--- src/rtl/cca_pkg.sv ---
package cca_pkg;
   // ==========================================================
   // register byte offsets
   localparam logic [7:0] CTRL_OFS = 8'h00;
   localparam logic [7:0] COUNT_OFS = 8'h04;
   localparam logic [7:0] STATUS_OFS = 8'h08;
   localparam logic [7:0] MASK_OFS = 8'h0c;
   localparam logic [7:0] WDCTL_OFS = 8'h10;
   localparam logic [7:0] WDKICK_OFS = 8'h14;
   localparam logic [7:0] MODE_BASE = 8'h20;
   localparam logic [7:0] CMP_BASE = 8'h40;
   // ==========================================================
   // field positions
   localparam int CTRL_RUN_BIT = 0;
   localparam int CTRL_SEL_LSB = 1;
   localparam int MODE_RISE_BIT = 3;
   localparam int MODE_FALL_BIT = 4;
   localparam int WD_EN_BIT = 0;
   localparam int WD_OFS_LSB = 8;
   localparam int STS_OVF_BIT = 0;
   localparam int STS_MOD_LSB = 1;
   localparam int STS_WD_BIT = 6;
   localparam int STS_W = 7;
   // ==========================================================
   // reset values
   localparam logic [3:0] CTRL_RST = 4'h1;
   localparam logic [15:0] WDCTL_RST = 16'hff01;
   localparam logic [15:0] WD_CMP_RST = 16'hff00;
   localparam logic [4:0] MODE_RST = 5'h00;
   // ==========================================================
   // count clock divisors
   localparam int DIV_SLOW = 12;
   localparam int DIV_FAST = 4;
   localparam int DIV_OSC = 8;
   // ==========================================================
   typedef enum logic [2:0] {
      CLK_DIV12, CLK_DIV4, CLK_T0OVF, CLK_EXT, CLK_SYS, CLK_OSC8
   } cca_clk_t;
   typedef enum logic [2:0] {
      MODE_CAPTURE, MODE_SWTIMER, MODE_HSO, MODE_PWM8, MODE_PWM16, MODE_FREQ
   } cca_mode_t;
endpackage

--- src/rtl/cca_top.sv ---
// Our own choices: the APB register port and the address map.
`timescale 1ns/1ns
// Functional notes
// - one 16-bit time base for five modules
// - count clock chosen from six sources
// - each module runs one of six modes, except module 4 while its watchdog is on
// - module 4 adds a watchdog on time base
// - reset leaves module 4 watchdog enabled
// - module pins reach top ports, count clock stays internal
// - oscillator source is edge-detected on the system clock
module cca_top
   import cca_pkg::*;
#(
   parameter int NUM_MOD = 5,
   parameter int CNT_W = 16
) (
   input wire logic CLK_I,
   input wire logic NRST_I,
   input wire logic PSEL_I,
   input wire logic PENABLE_I,
   input wire logic PWRITE_I,
   input wire logic [7:0] PADDR_I,
   input wire logic [31:0] PWDATA_I,
   output logic [31:0] PRDATA_O,
   output logic PREADY_O,
   output logic PSLVERR_O,
   input wire logic EXT_CNT_CLK_I,
   input wire logic EXT_OSC_I,
   input wire logic T0_OVF_I,
   input wire logic [NUM_MOD-1:0] CAP_I,
   output logic [NUM_MOD-1:0] CMP_O,
   output logic WD_RST_O,
   output logic IRQ_O
);

   // ==========================================================
   // apb slave
   logic pready_reg;
   logic pslverr_reg;
   logic [31:0] prdata_reg;
   logic [31:0] rd_data;
   logic addr_ok;
   logic apb_acc;
   logic wr;
   logic [2:0] mod_idx;
   logic mod_ok;

   assign apb_acc = PSEL_I & PENABLE_I & pready_reg;
   assign wr = apb_acc & PWRITE_I;
   assign mod_idx = PADDR_I[4:2];
   assign mod_ok = (32'(mod_idx) < NUM_MOD) && (PADDR_I[1:0] == 2'b00);

   logic [3:0] ctrl_reg;
   logic [CNT_W-1:0] count_reg;
   logic [STS_W-1:0] sts_reg;
   logic [STS_W-1:0] mask_reg;
   logic [15:0] wdctl_reg;
   logic [4:0] mode_w [NUM_MOD];
   logic [CNT_W-1:0] cmp_w [NUM_MOD];

   // read decode; unmapped answers with an error and zero data
   always_comb begin
      rd_data = 32'h0000_0000;
      addr_ok = 1'b1;
      if (PADDR_I == CTRL_OFS) begin
         rd_data[3:0] = ctrl_reg;
      end else if (PADDR_I == COUNT_OFS) begin
         rd_data[CNT_W-1:0] = count_reg;
      end else if (PADDR_I == STATUS_OFS) begin
         rd_data[STS_W-1:0] = sts_reg;
      end else if (PADDR_I == MASK_OFS) begin
         rd_data[STS_W-1:0] = mask_reg;
      end else if (PADDR_I == WDCTL_OFS) begin
         rd_data[15:0] = wdctl_reg;
      end else if (PADDR_I == WDKICK_OFS) begin
         rd_data = 32'h0000_0000;
      end else if (PADDR_I[7:5] == MODE_BASE[7:5] && mod_ok) begin
         rd_data[4:0] = mode_w[mod_idx];
      end else if (PADDR_I[7:5] == CMP_BASE[7:5] && mod_ok) begin
         rd_data[CNT_W-1:0] = cmp_w[mod_idx];
      end else begin
         addr_ok = 1'b0;
      end
   end

   // one wait state: ready rises on the second access cycle
   always_ff @(posedge CLK_I or negedge NRST_I) begin
      if (!NRST_I) begin
         pready_reg <= 1'b0;
         pslverr_reg <= 1'b0;
         prdata_reg <= 32'h0000_0000;
      end else begin
         pready_reg <= PSEL_I & PENABLE_I & ~pready_reg;
         pslverr_reg <= PSEL_I & PENABLE_I & ~pready_reg & ~addr_ok;
         if (PSEL_I & PENABLE_I & ~pready_reg & ~PWRITE_I) begin
            prdata_reg <= rd_data;
         end else begin
            prdata_reg <= 32'h0000_0000;
         end
      end
   end

   assign PREADY_O = pready_reg;
   assign PSLVERR_O = pslverr_reg;
   assign PRDATA_O = prdata_reg;

   logic wr_ctrl;
   logic wr_count;
   logic wr_sts;
   logic wr_mask;
   logic wr_wdctl;
   logic kick;
   assign wr_ctrl = wr && PADDR_I == CTRL_OFS;
   assign wr_count = wr && PADDR_I == COUNT_OFS;
   assign wr_sts = wr && PADDR_I == STATUS_OFS;
   assign wr_mask = wr && PADDR_I == MASK_OFS;
   assign wr_wdctl = wr && PADDR_I == WDCTL_OFS;
   assign kick = wr && PADDR_I == WDKICK_OFS;

   // ==========================================================
   // control registers
   always_ff @(posedge CLK_I or negedge NRST_I) begin
      if (!NRST_I) begin
         ctrl_reg <= CTRL_RST; // counter runs from reset so the watchdog can fire
         mask_reg <= '0;
         wdctl_reg <= WDCTL_RST;
      end else begin
         if (wr_ctrl) begin
            ctrl_reg <= PWDATA_I[3:0];
         end
         if (wr_mask) begin
            mask_reg <= PWDATA_I[STS_W-1:0];
         end
         if (wr_wdctl) begin
            wdctl_reg <= PWDATA_I[15:0];
         end
      end
   end

   // ==========================================================
   // count clock sources
   logic [3:0] presc_reg;
   logic ext_prev_reg;
   logic osc_prev_reg;
   logic [2:0] osc_div_reg;
   logic tick_slow;
   logic tick_fast;
   logic ext_edge;
   logic osc_edge;
   logic osc_tick;
   logic tick;
   logic run;
   cca_clk_t sel;

   assign run = ctrl_reg[CTRL_RUN_BIT];
   assign sel = cca_clk_t'(ctrl_reg[CTRL_SEL_LSB +: 3]);
   assign tick_slow = presc_reg == 4'(DIV_SLOW - 1);
   assign tick_fast = presc_reg[1:0] == 2'(DIV_FAST - 1); // 12 is a multiple of 4
   assign ext_edge = EXT_CNT_CLK_I & ~ext_prev_reg;
   assign osc_edge = EXT_OSC_I & ~osc_prev_reg;
   assign osc_tick = osc_edge && osc_div_reg == 3'(DIV_OSC - 1);

   // prescaler and edge detectors run always, only the mux follows sel
   always_ff @(posedge CLK_I or negedge NRST_I) begin
      if (!NRST_I) begin
         presc_reg <= 4'h0;
         ext_prev_reg <= 1'b0;
         osc_prev_reg <= 1'b0;
         osc_div_reg <= 3'h0;
      end else begin
         presc_reg <= tick_slow ? 4'h0 : presc_reg + 4'h1;
         ext_prev_reg <= EXT_CNT_CLK_I;
         osc_prev_reg <= EXT_OSC_I;
         if (osc_edge) begin
            osc_div_reg <= osc_div_reg + 3'h1;
         end
      end
   end

   // source select; the oscillator only needs to be slower than half CLK_I
   always_comb begin
      case (sel)
         CLK_DIV12: tick = tick_slow;
         CLK_DIV4: tick = tick_fast;
         CLK_T0OVF: tick = T0_OVF_I;
         CLK_EXT: tick = ext_edge;
         CLK_SYS: tick = 1'b1;
         CLK_OSC8: tick = osc_tick;
         default: tick = 1'b0;
      endcase
      tick = tick & run;
   end

   // ==========================================================
   // time base
   logic ovf;
   assign ovf = tick && count_reg == '1;

   always_ff @(posedge CLK_I or negedge NRST_I) begin
      if (!NRST_I) begin
         count_reg <= '0;
      end else if (wr_count) begin
         count_reg <= PWDATA_I[CNT_W-1:0];
      end else if (tick) begin
         count_reg <= count_reg + CNT_W'(1);
      end
   end

   // ==========================================================
   // capture/compare modules
   logic [NUM_MOD-1:0] mod_evt;
   logic [NUM_MOD-1:0] out_next;
   logic wd_en;
   logic wd_fire;
   assign wd_en = wdctl_reg[WD_EN_BIT];

   genvar gi;
   generate
      for (gi = 0; gi < NUM_MOD; gi++) begin : g_mod
         logic [4:0] mode_reg;
         logic [CNT_W-1:0] cmp_reg;
         logic cap_prev_reg;
         logic out_reg;
         logic is_wd;
         logic wr_mode;
         logic wr_cmp;
         logic edge_hit;
         logic hit;
         logic hit8;
         cca_mode_t md;

         assign is_wd = (gi == 4) && wd_en;
         assign md = cca_mode_t'(mode_reg[2:0]);
         assign wr_mode = wr && PADDR_I[7:5] == MODE_BASE[7:5] && mod_ok
            && 32'(mod_idx) == gi && !is_wd;
         assign wr_cmp = wr && PADDR_I[7:5] == CMP_BASE[7:5] && mod_ok
            && 32'(mod_idx) == gi && !is_wd;
         assign edge_hit = (mode_reg[MODE_RISE_BIT] & CAP_I[gi] & ~cap_prev_reg)
            | (mode_reg[MODE_FALL_BIT] & ~CAP_I[gi] & cap_prev_reg);
         assign hit = tick && count_reg == cmp_reg;
         assign hit8 = tick && count_reg[7:0] == cmp_reg[7:0];
         assign mode_w[gi] = mode_reg;
         assign cmp_w[gi] = cmp_reg;

         // mode register and input edge history
         always_ff @(posedge CLK_I or negedge NRST_I) begin
            if (!NRST_I) begin
               mode_reg <= MODE_RST;
               cap_prev_reg <= 1'b0;
            end else begin
               cap_prev_reg <= CAP_I[gi];
               if (wr_mode) begin
                  mode_reg <= PWDATA_I[4:0];
               end
            end
         end

         // compare value: software, capture, watchdog reload, freq step
         always_ff @(posedge CLK_I or negedge NRST_I) begin
            if (!NRST_I) begin
               cmp_reg <= (gi == 4) ? WD_CMP_RST : '0;
            end else if (wr_cmp) begin
               cmp_reg <= PWDATA_I[CNT_W-1:0];
            end else if (is_wd && kick) begin
               cmp_reg[15:8] <= count_reg[15:8] + wdctl_reg[WD_OFS_LSB +: 8];
               cmp_reg[7:0] <= count_reg[7:0];
            end else if (!is_wd && md == MODE_CAPTURE && edge_hit) begin
               cmp_reg <= count_reg;
            end else if (!is_wd && md == MODE_FREQ && hit8) begin
               cmp_reg[7:0] <= cmp_reg[7:0] + cmp_reg[15:8];
            end
         end

         // output level and module event per mode
         always_comb begin
            out_next[gi] = out_reg;
            mod_evt[gi] = 1'b0;
            if (!is_wd) begin
               case (md)
                  MODE_CAPTURE: mod_evt[gi] = edge_hit;
                  MODE_SWTIMER: mod_evt[gi] = hit;
                  MODE_HSO: begin
                     mod_evt[gi] = hit;
                     out_next[gi] = out_reg ^ hit;
                  end
                  MODE_PWM8: begin
                     mod_evt[gi] = hit8;
                     out_next[gi] = count_reg[7:0] >= cmp_reg[7:0];
                  end
                  MODE_PWM16: begin
                     mod_evt[gi] = hit;
                     out_next[gi] = count_reg >= cmp_reg;
                  end
                  MODE_FREQ: out_next[gi] = out_reg ^ hit8;
                  default: out_next[gi] = 1'b0;
               endcase
            end
         end

         always_ff @(posedge CLK_I or negedge NRST_I) begin
            if (!NRST_I) begin
               out_reg <= 1'b0;
            end else begin
               out_reg <= out_next[gi];
            end
         end

         assign CMP_O[gi] = out_reg;
      end
   endgenerate

   // a full 16-bit match after the last reload means software missed it
   assign wd_fire = wd_en && tick && count_reg == cmp_w[4];

   // ==========================================================
   // status, interrupt and watchdog reset
   logic [STS_W-1:0] sts_set;
   logic [STS_W-1:0] sts_clr;
   logic wd_rst_reg;
   logic irq_reg;

   assign sts_set = {wd_fire, mod_evt[NUM_MOD-1:0], ovf};
   assign sts_clr = wr_sts ? PWDATA_I[STS_W-1:0] : '0;

   // set beats a same-cycle write-one-to-clear
   always_ff @(posedge CLK_I or negedge NRST_I) begin
      if (!NRST_I) begin
         sts_reg <= '0;
         irq_reg <= 1'b0;
         wd_rst_reg <= 1'b0;
      end else begin
         sts_reg <= (sts_reg & ~sts_clr) | sts_set;
         irq_reg <= |(((sts_reg & ~sts_clr) | sts_set) & mask_reg);
         wd_rst_reg <= wd_fire;
      end
   end

   assign IRQ_O = irq_reg;
   assign WD_RST_O = wd_rst_reg;

endmodule // cca_top

--- config.mk ---
export PLATFORM = sky130hd
export DESIGN_NAME = cca_top
export DESIGN_NICKNAME = d
export VERILOG_FILES = /design/src/rtl/cca_pkg.sv /design/src/rtl/cca_top.sv
export SDC_FILE = /design/constraint.sdc
export NUM_CORES = 1
export LEC_CHECK = 0
export ABC_AREA = 1
export CORE_MARGIN = 2
export CORE_UTILIZATION = 40
export DETAILED_ROUTE_END_ITERATION = 6
export DONT_BUFFER_PORTS = 1
export MAX_ROUTING_LAYER = met4
export PLACE_DENSITY = 0.6
export REMOVE_ABC_BUFFERS = 1
export SLEW_MARGIN = 20
export SYNTH_ARGS = -nofsm -noshare
export SYNTH_HDL_FRONTEND = slang
export SYNTH_SLANG_ARGS = --single-unit
--- constraint.sdc ---
create_clock -name CLK_I -period 1.93 [get_ports CLK_I]
set_clock_uncertainty 0.1 [all_clocks]
set_input_delay 0.386 -clock CLK_I [delete_from_list [all_inputs] [get_ports CLK_I]]
set_output_delay 0.386 -clock CLK_I [all_outputs]
set_load 0.05 [all_outputs]
Word-level counts from Yosys, hierarchy flattened. Index checks and enable logic that the tools add are counted.

Flip-flop bits (word level): 210. Input port bits: 53. Logic and storage cells: 338. Output and inout bits: 41.

$add $sub $neg: 9. Mux-type cells: 72. Reduce and logical (&&, ||, !) cells: 85. Bitwise gates (word level): 66. Magnitude comparators: 12. Eq/ne operators: 55.

Operator list (count): $mux W16 (22); $mux W8 (15); $eq A16 B16 Y1 (5); $ge A16 B16 Y1 (5); $logic_and A1 B1 Y1 (52); $add A8 B8 Y8 (6); $bmux W16 S3 (1); $eq A3 B2 Y1 const B (15); $eq A3 B3 Y1 const B (14); $eq A8 B8 Y1 (5); $ge A8 B8 Y1 (5); $mux W32 (1); $and A1 B1 Y1 (29); $mux W28 (1); $mux W25 (1); $pmux W1 S5 (5); $eq A3 B1 Y1 const B (8); $logic_not A3 Y1 (7); $mux W7 (3); $not A1 Y1 (17); $add A16 B1 Y16 const B (1); $eq A16 B16 Y1 const B (1); $eq A8 B4 Y1 const B (2); $eq A8 B5 Y1 const B (2); other kinds (31) (76).

Depth between registers and ports, before layout.
Depth after elaboration: 20. Gate-level depth with buffers: 15. Gate-level depth less buffers: 15.

Worst setup path after synthesis. OpenSTA, ideal clock, no wires.

Kind: register to register. From: register count_reg[9]. To: register g_mod[4].cmp_reg[14]. Stages on the path, launching flop included: 12. Clock period less this slack: 2.102 ns. Setup time: 0.073 ns. Slack: -0.172 ns. Buffers on the path: 1. Data arrival time: 1.929 ns. Required time: 1.757 ns. Cells stage by stage: dfrtp_1 > buf_2 > inv_1 > fa_1 > o21ai_0 > nand2_1 > nand2_1 > a21o_1 > nand2_1 > nand2_1 > o21ai_0 > o21bai_1.

Longest elaborated chain between the ends: 3.

Ends and longest elaborated chain: from (decl) (RTL line cca_top.sv:54) `logic [CNT_W-1:0] count_reg;`; from (signal assigned) (RTL line cca_top.sv:203) `count_reg <= PWDATA_I[CNT_W-1:0];`; from (signal assigned) (RTL line cca_top.sv:205) `count_reg <= count_reg + CNT_W'(1);`; $add A8 B8 Y8 (RTL line cca_top.sv:265) `cmp_reg[15:8] <= count_reg[15:8] + wdctl_reg[WD_OFS_LSB +: 8];`; $mux W16 (RTL line cca_top.sv:264) `end else if (is_wd && kick) begin`; $mux W16 (RTL line cca_top.sv:262) `end else if (wr_cmp) begin`; to (signal assigned) (RTL line cca_top.sv:261) `cmp_reg <= (gi == 4) ? WD_CMP_RST : '0;`; to (signal assigned) (RTL line cca_top.sv:263) `cmp_reg <= PWDATA_I[CNT_W-1:0];`; to (signal assigned) (RTL line cca_top.sv:265); to (decl) (RTL line cca_top.sv:221) `logic [CNT_W-1:0] cmp_reg;`.

No other way between the ends. A chain may end at the register's enable or synchronous reset.

Final worst setup path.
From: register count_reg[11]. To: register g_mod[0].out_reg.

Longest elaborated chain between the ends: 4. Elaborated cells on any way between the ends: 5. Those cells by class: order compare (1); eq/ne (1); mux (1); bitwise (1); reduce/logical (1).

Ends and longest elaborated chain: branches (longest 3 deep; another with $ge A16 B16 Y1); $pmux W1 S5 * (RTL line cca_top.sv:279) `case (md)`; to (signal assigned) (RTL line cca_top.sv:304) `out_reg <= out_next[gi];`; to (decl) (RTL line cca_top.sv:223) `logic out_reg;`.

Mark *: on every way between the ends.

==> results.yml <==
cts:
  cts.sinks: 194
  cts_tree: "yes"
  clock-root-buffer: "clkbuf_16"
  h-tree-depth: 4
  worstSkewPairLatency_ns: 0.48
  clkTransAtPathRegs_ns: 0.08
  clockBufferDepth: 2
  cts_made_buffers: 17
floorplanning:
  core_um2: 35660
  die_width_um: 194.5
  die_area_um2: 37820
  num_rows: 69
  start_util_pct: 40.71
  io-pin-count: 94
  die_y_um: 194.5
grt:
  grt_pass1_wl_mm: 92.36
  track_usage_pct: 33.52
  grt_max_degree: 195
  grt_remaining_overflow: 0
  first_global_vias: 15350
  antenna_found_initial: 0
logic_synthesis:
  ys_seq_elements: 194
  synth_area_leaders: "dfrtp_1 (30%), nand2_1 (12%), ha_1 (11%), inv_1 (6.3%), o21ai_0 (5.5%)"
  ys_top_cells_by_count: "nand2_1 (453), inv_1 (245), dfrtp_1 (176), o21ai_0 (160), a21oi_1 (133)"
  syn_area_um2: 14510
  yosysWarnings: 0
  synth_edf_count: 0
  ys.flop_type: "dfrtp_1"
  ys_seq_area_share_pct: 33.60
  synth_top_area_cell: "dfrtp_1"
  synth.most_common_cell: "nand2_1"
  yosysTopAreaCellShare_pct: 30.34
  syn_inst: 1966
  async_reset_ff_share_pct: 100.0
  synth.distinct_cells: 49
  avgSynthCellArea_um2: 7.382
placement:
  dpl.hpwl_mm: 45.94
  placed_cells: 2767
  port_buffers: 0
  globalplace.congestion: 1.010
sta:
  tns_ns: -5.452
  min_period_over_period_pct: 111.3
  fin_crit_ns: 2.147
  relSlewSlack_pct: 51.19
  hold_viol_final: 194
  whs_ns: -0.4806
  slew_violations: 0
  grt_setup_unrepaired: "yes"
  worst_slew_pin_slew_ns: 0.7314
  max_clock_freq_mhz: 465.7
  setup_ws_ns: -0.2173
  setup_violations: 65
outcome:
  violations: "negative hold slack, negative setup slack"
  status: "finished with violations"
critical_path:
  start_kind: "flip-flop"
  cp_data_arrival_time_ns: 2.40
  crit_path_start: "count_reg[11]"
  required_ns: 2.19
  crit_type: "reg2reg"
  endpoint_kind: "flip-flop"
  r2r_start: "count_reg[11]"
  cp_max_fo: 5
layout:
  nets: 2609
  diodes: 0
  area_growth_pct: 47.02
  largest_register_ffs: 80
  drive_gt1_share_pct: 36.60
  fin_cells: 2898
  fillers: 3221
detailed_routing:
  wl_per_cell_um: 21.59
  drt_iter0_drc: 1478
  ant_nets: 0
  wirelength_mm: 62.56
  drtPass1Iterations: 6
  via_per_inst: 5.543
  vias: 16060
  drc: 0
pwr:
  power.leakage_uw: 0.01013
  powerDensity_nw_per_um2: 528.7
  irDropWorstVdd_uv: 628.1
worst_hold_path:
  hold_path_class: "in2async"
run:
  maxCapViolations: 0
[metrics by stage]
step | hold slack, ns | power (µW) | setup WS (ns) | util, % | area [µm²]
2_1_floorplan | -0.009591 | 5823 | -0.4120 | - | 14140
3_5_place_dp | 0.001404 | 6875 | -0.5903 | 50.31 | 17940
3_3_place_gp | 0.001364 | 6852 | -0.5451 | 50.31 | 17940
6_report | -0.4806 | 11280 | -0.2173 | 59.84 | 21340
5_1_grt | -0.4945 | 11690 | -0.2674 | 59.84 | 21340
4_1_cts | -0.5063 | 10920 | -0.2246 | 56.81 | 20260
[final cells by class]
type                       instances  area, µm²  share of cell area (%)
sequential                       194       4892                   22.93
clock buffer                      21      450.4                   2.111
timing repair buffer             502       4217                   19.76
clock inverter                    11      128.9                  0.6040
tap                              461      576.8                   2.703
multi-input combinational       1444      10050                   47.11
inverter                         265       1021                   4.785
[routing by layer]
layer	part of all wire (%)	GRT usage (%)	vias up	wire length [µm]
li1	-	-	7568	-
met1	44	44.96	7682	27280
met2	45	50.74	673	28400
met3	6.7	4.182	141	4191
met4	4.3	15.10	0	2687
met5	0	-	-	0
[logic make-up (layout without fill, tap and decap cells)]
logic type / after synthesis / after routing / share of synthesized area [%]
simple gates: 784 / 787 / 23.29
compound gates: 475 / 475 / 19.47
buf+inv: 346 / 799 / 9.836
flops: 194 / 194 / 33.60
fa+ha+maj: 132 / 132 / 11.69
xor+xnor: 32 / 32 / 1.931
mux: 2 / 2 / 0.1552
other cells: 1 / 16 / 0.02584
[critical path: stages, from the launching register on]
cell      delay (ns)
dfrtp_2         0.51
buf_6           0.16
ha_4            0.25
a21oi_2         0.20
a21boi_4        0.08
nor4_2          0.27
buf_4           0.20
nand2_2         0.06
a21boi_2        0.11
nand3_1         0.08
[repair_timing]
action	4_1_cts	5_1_grt
pin swaps	94	113
endpoints found under the hold margin	213	195
hold buffers	13	1
gates resized for setup	256	200
setup endpoints to repair	75	103
setup buffers	50	30
cloned	5	0
[report_power, final]
part	switching (µW)	total [µW]	leakage (µW)	internal (µW)
registers	172	4430	0.00222	4260
clock network	1860	3820	0.000278	1960
logic	1640	3030	0.00764	1390
[placed cells by master, fill, tap and decap left out, types with 18 or more instances in the layout]
cell	count
a21oi_1	107
a21oi_2	25
buf_12	18
buf_4	421
buf_6	48
dfrtp_1	164
dfstp_2	18
ha_1	57
ha_4	65
inv_1	220
inv_2	37
nand2_1	387
nand2_2	57
nand2_4	25
nand3_1	112
nor2_1	86
nor2_2	22
nor2_4	19
o211ai_1	35
o21ai_0	124
o21ai_1	45
o21ai_2	18
o221ai_1	51
o22ai_1	24
[path summary, 6_finish.rpt]
kind | end | slack, ns | cells after the start
max in group asynchronous | g_mod[1].cmp_reg[8] | 1.78 | 0
worst max register to register | g_mod[0].out_reg | -0.22 | 9
worst min register to register | g_mod[3].mode_reg[4] | 0.39 | 2
worst max-delay path | g_mod[0].out_reg | -0.22 | 9
worst min-delay path | g_mod[2].mode_reg[3] | -0.48 | 0
min in group CLK_I | g_mod[2].cmp_reg[6] | 0 | 2
(Power assumes the default switching activity.)
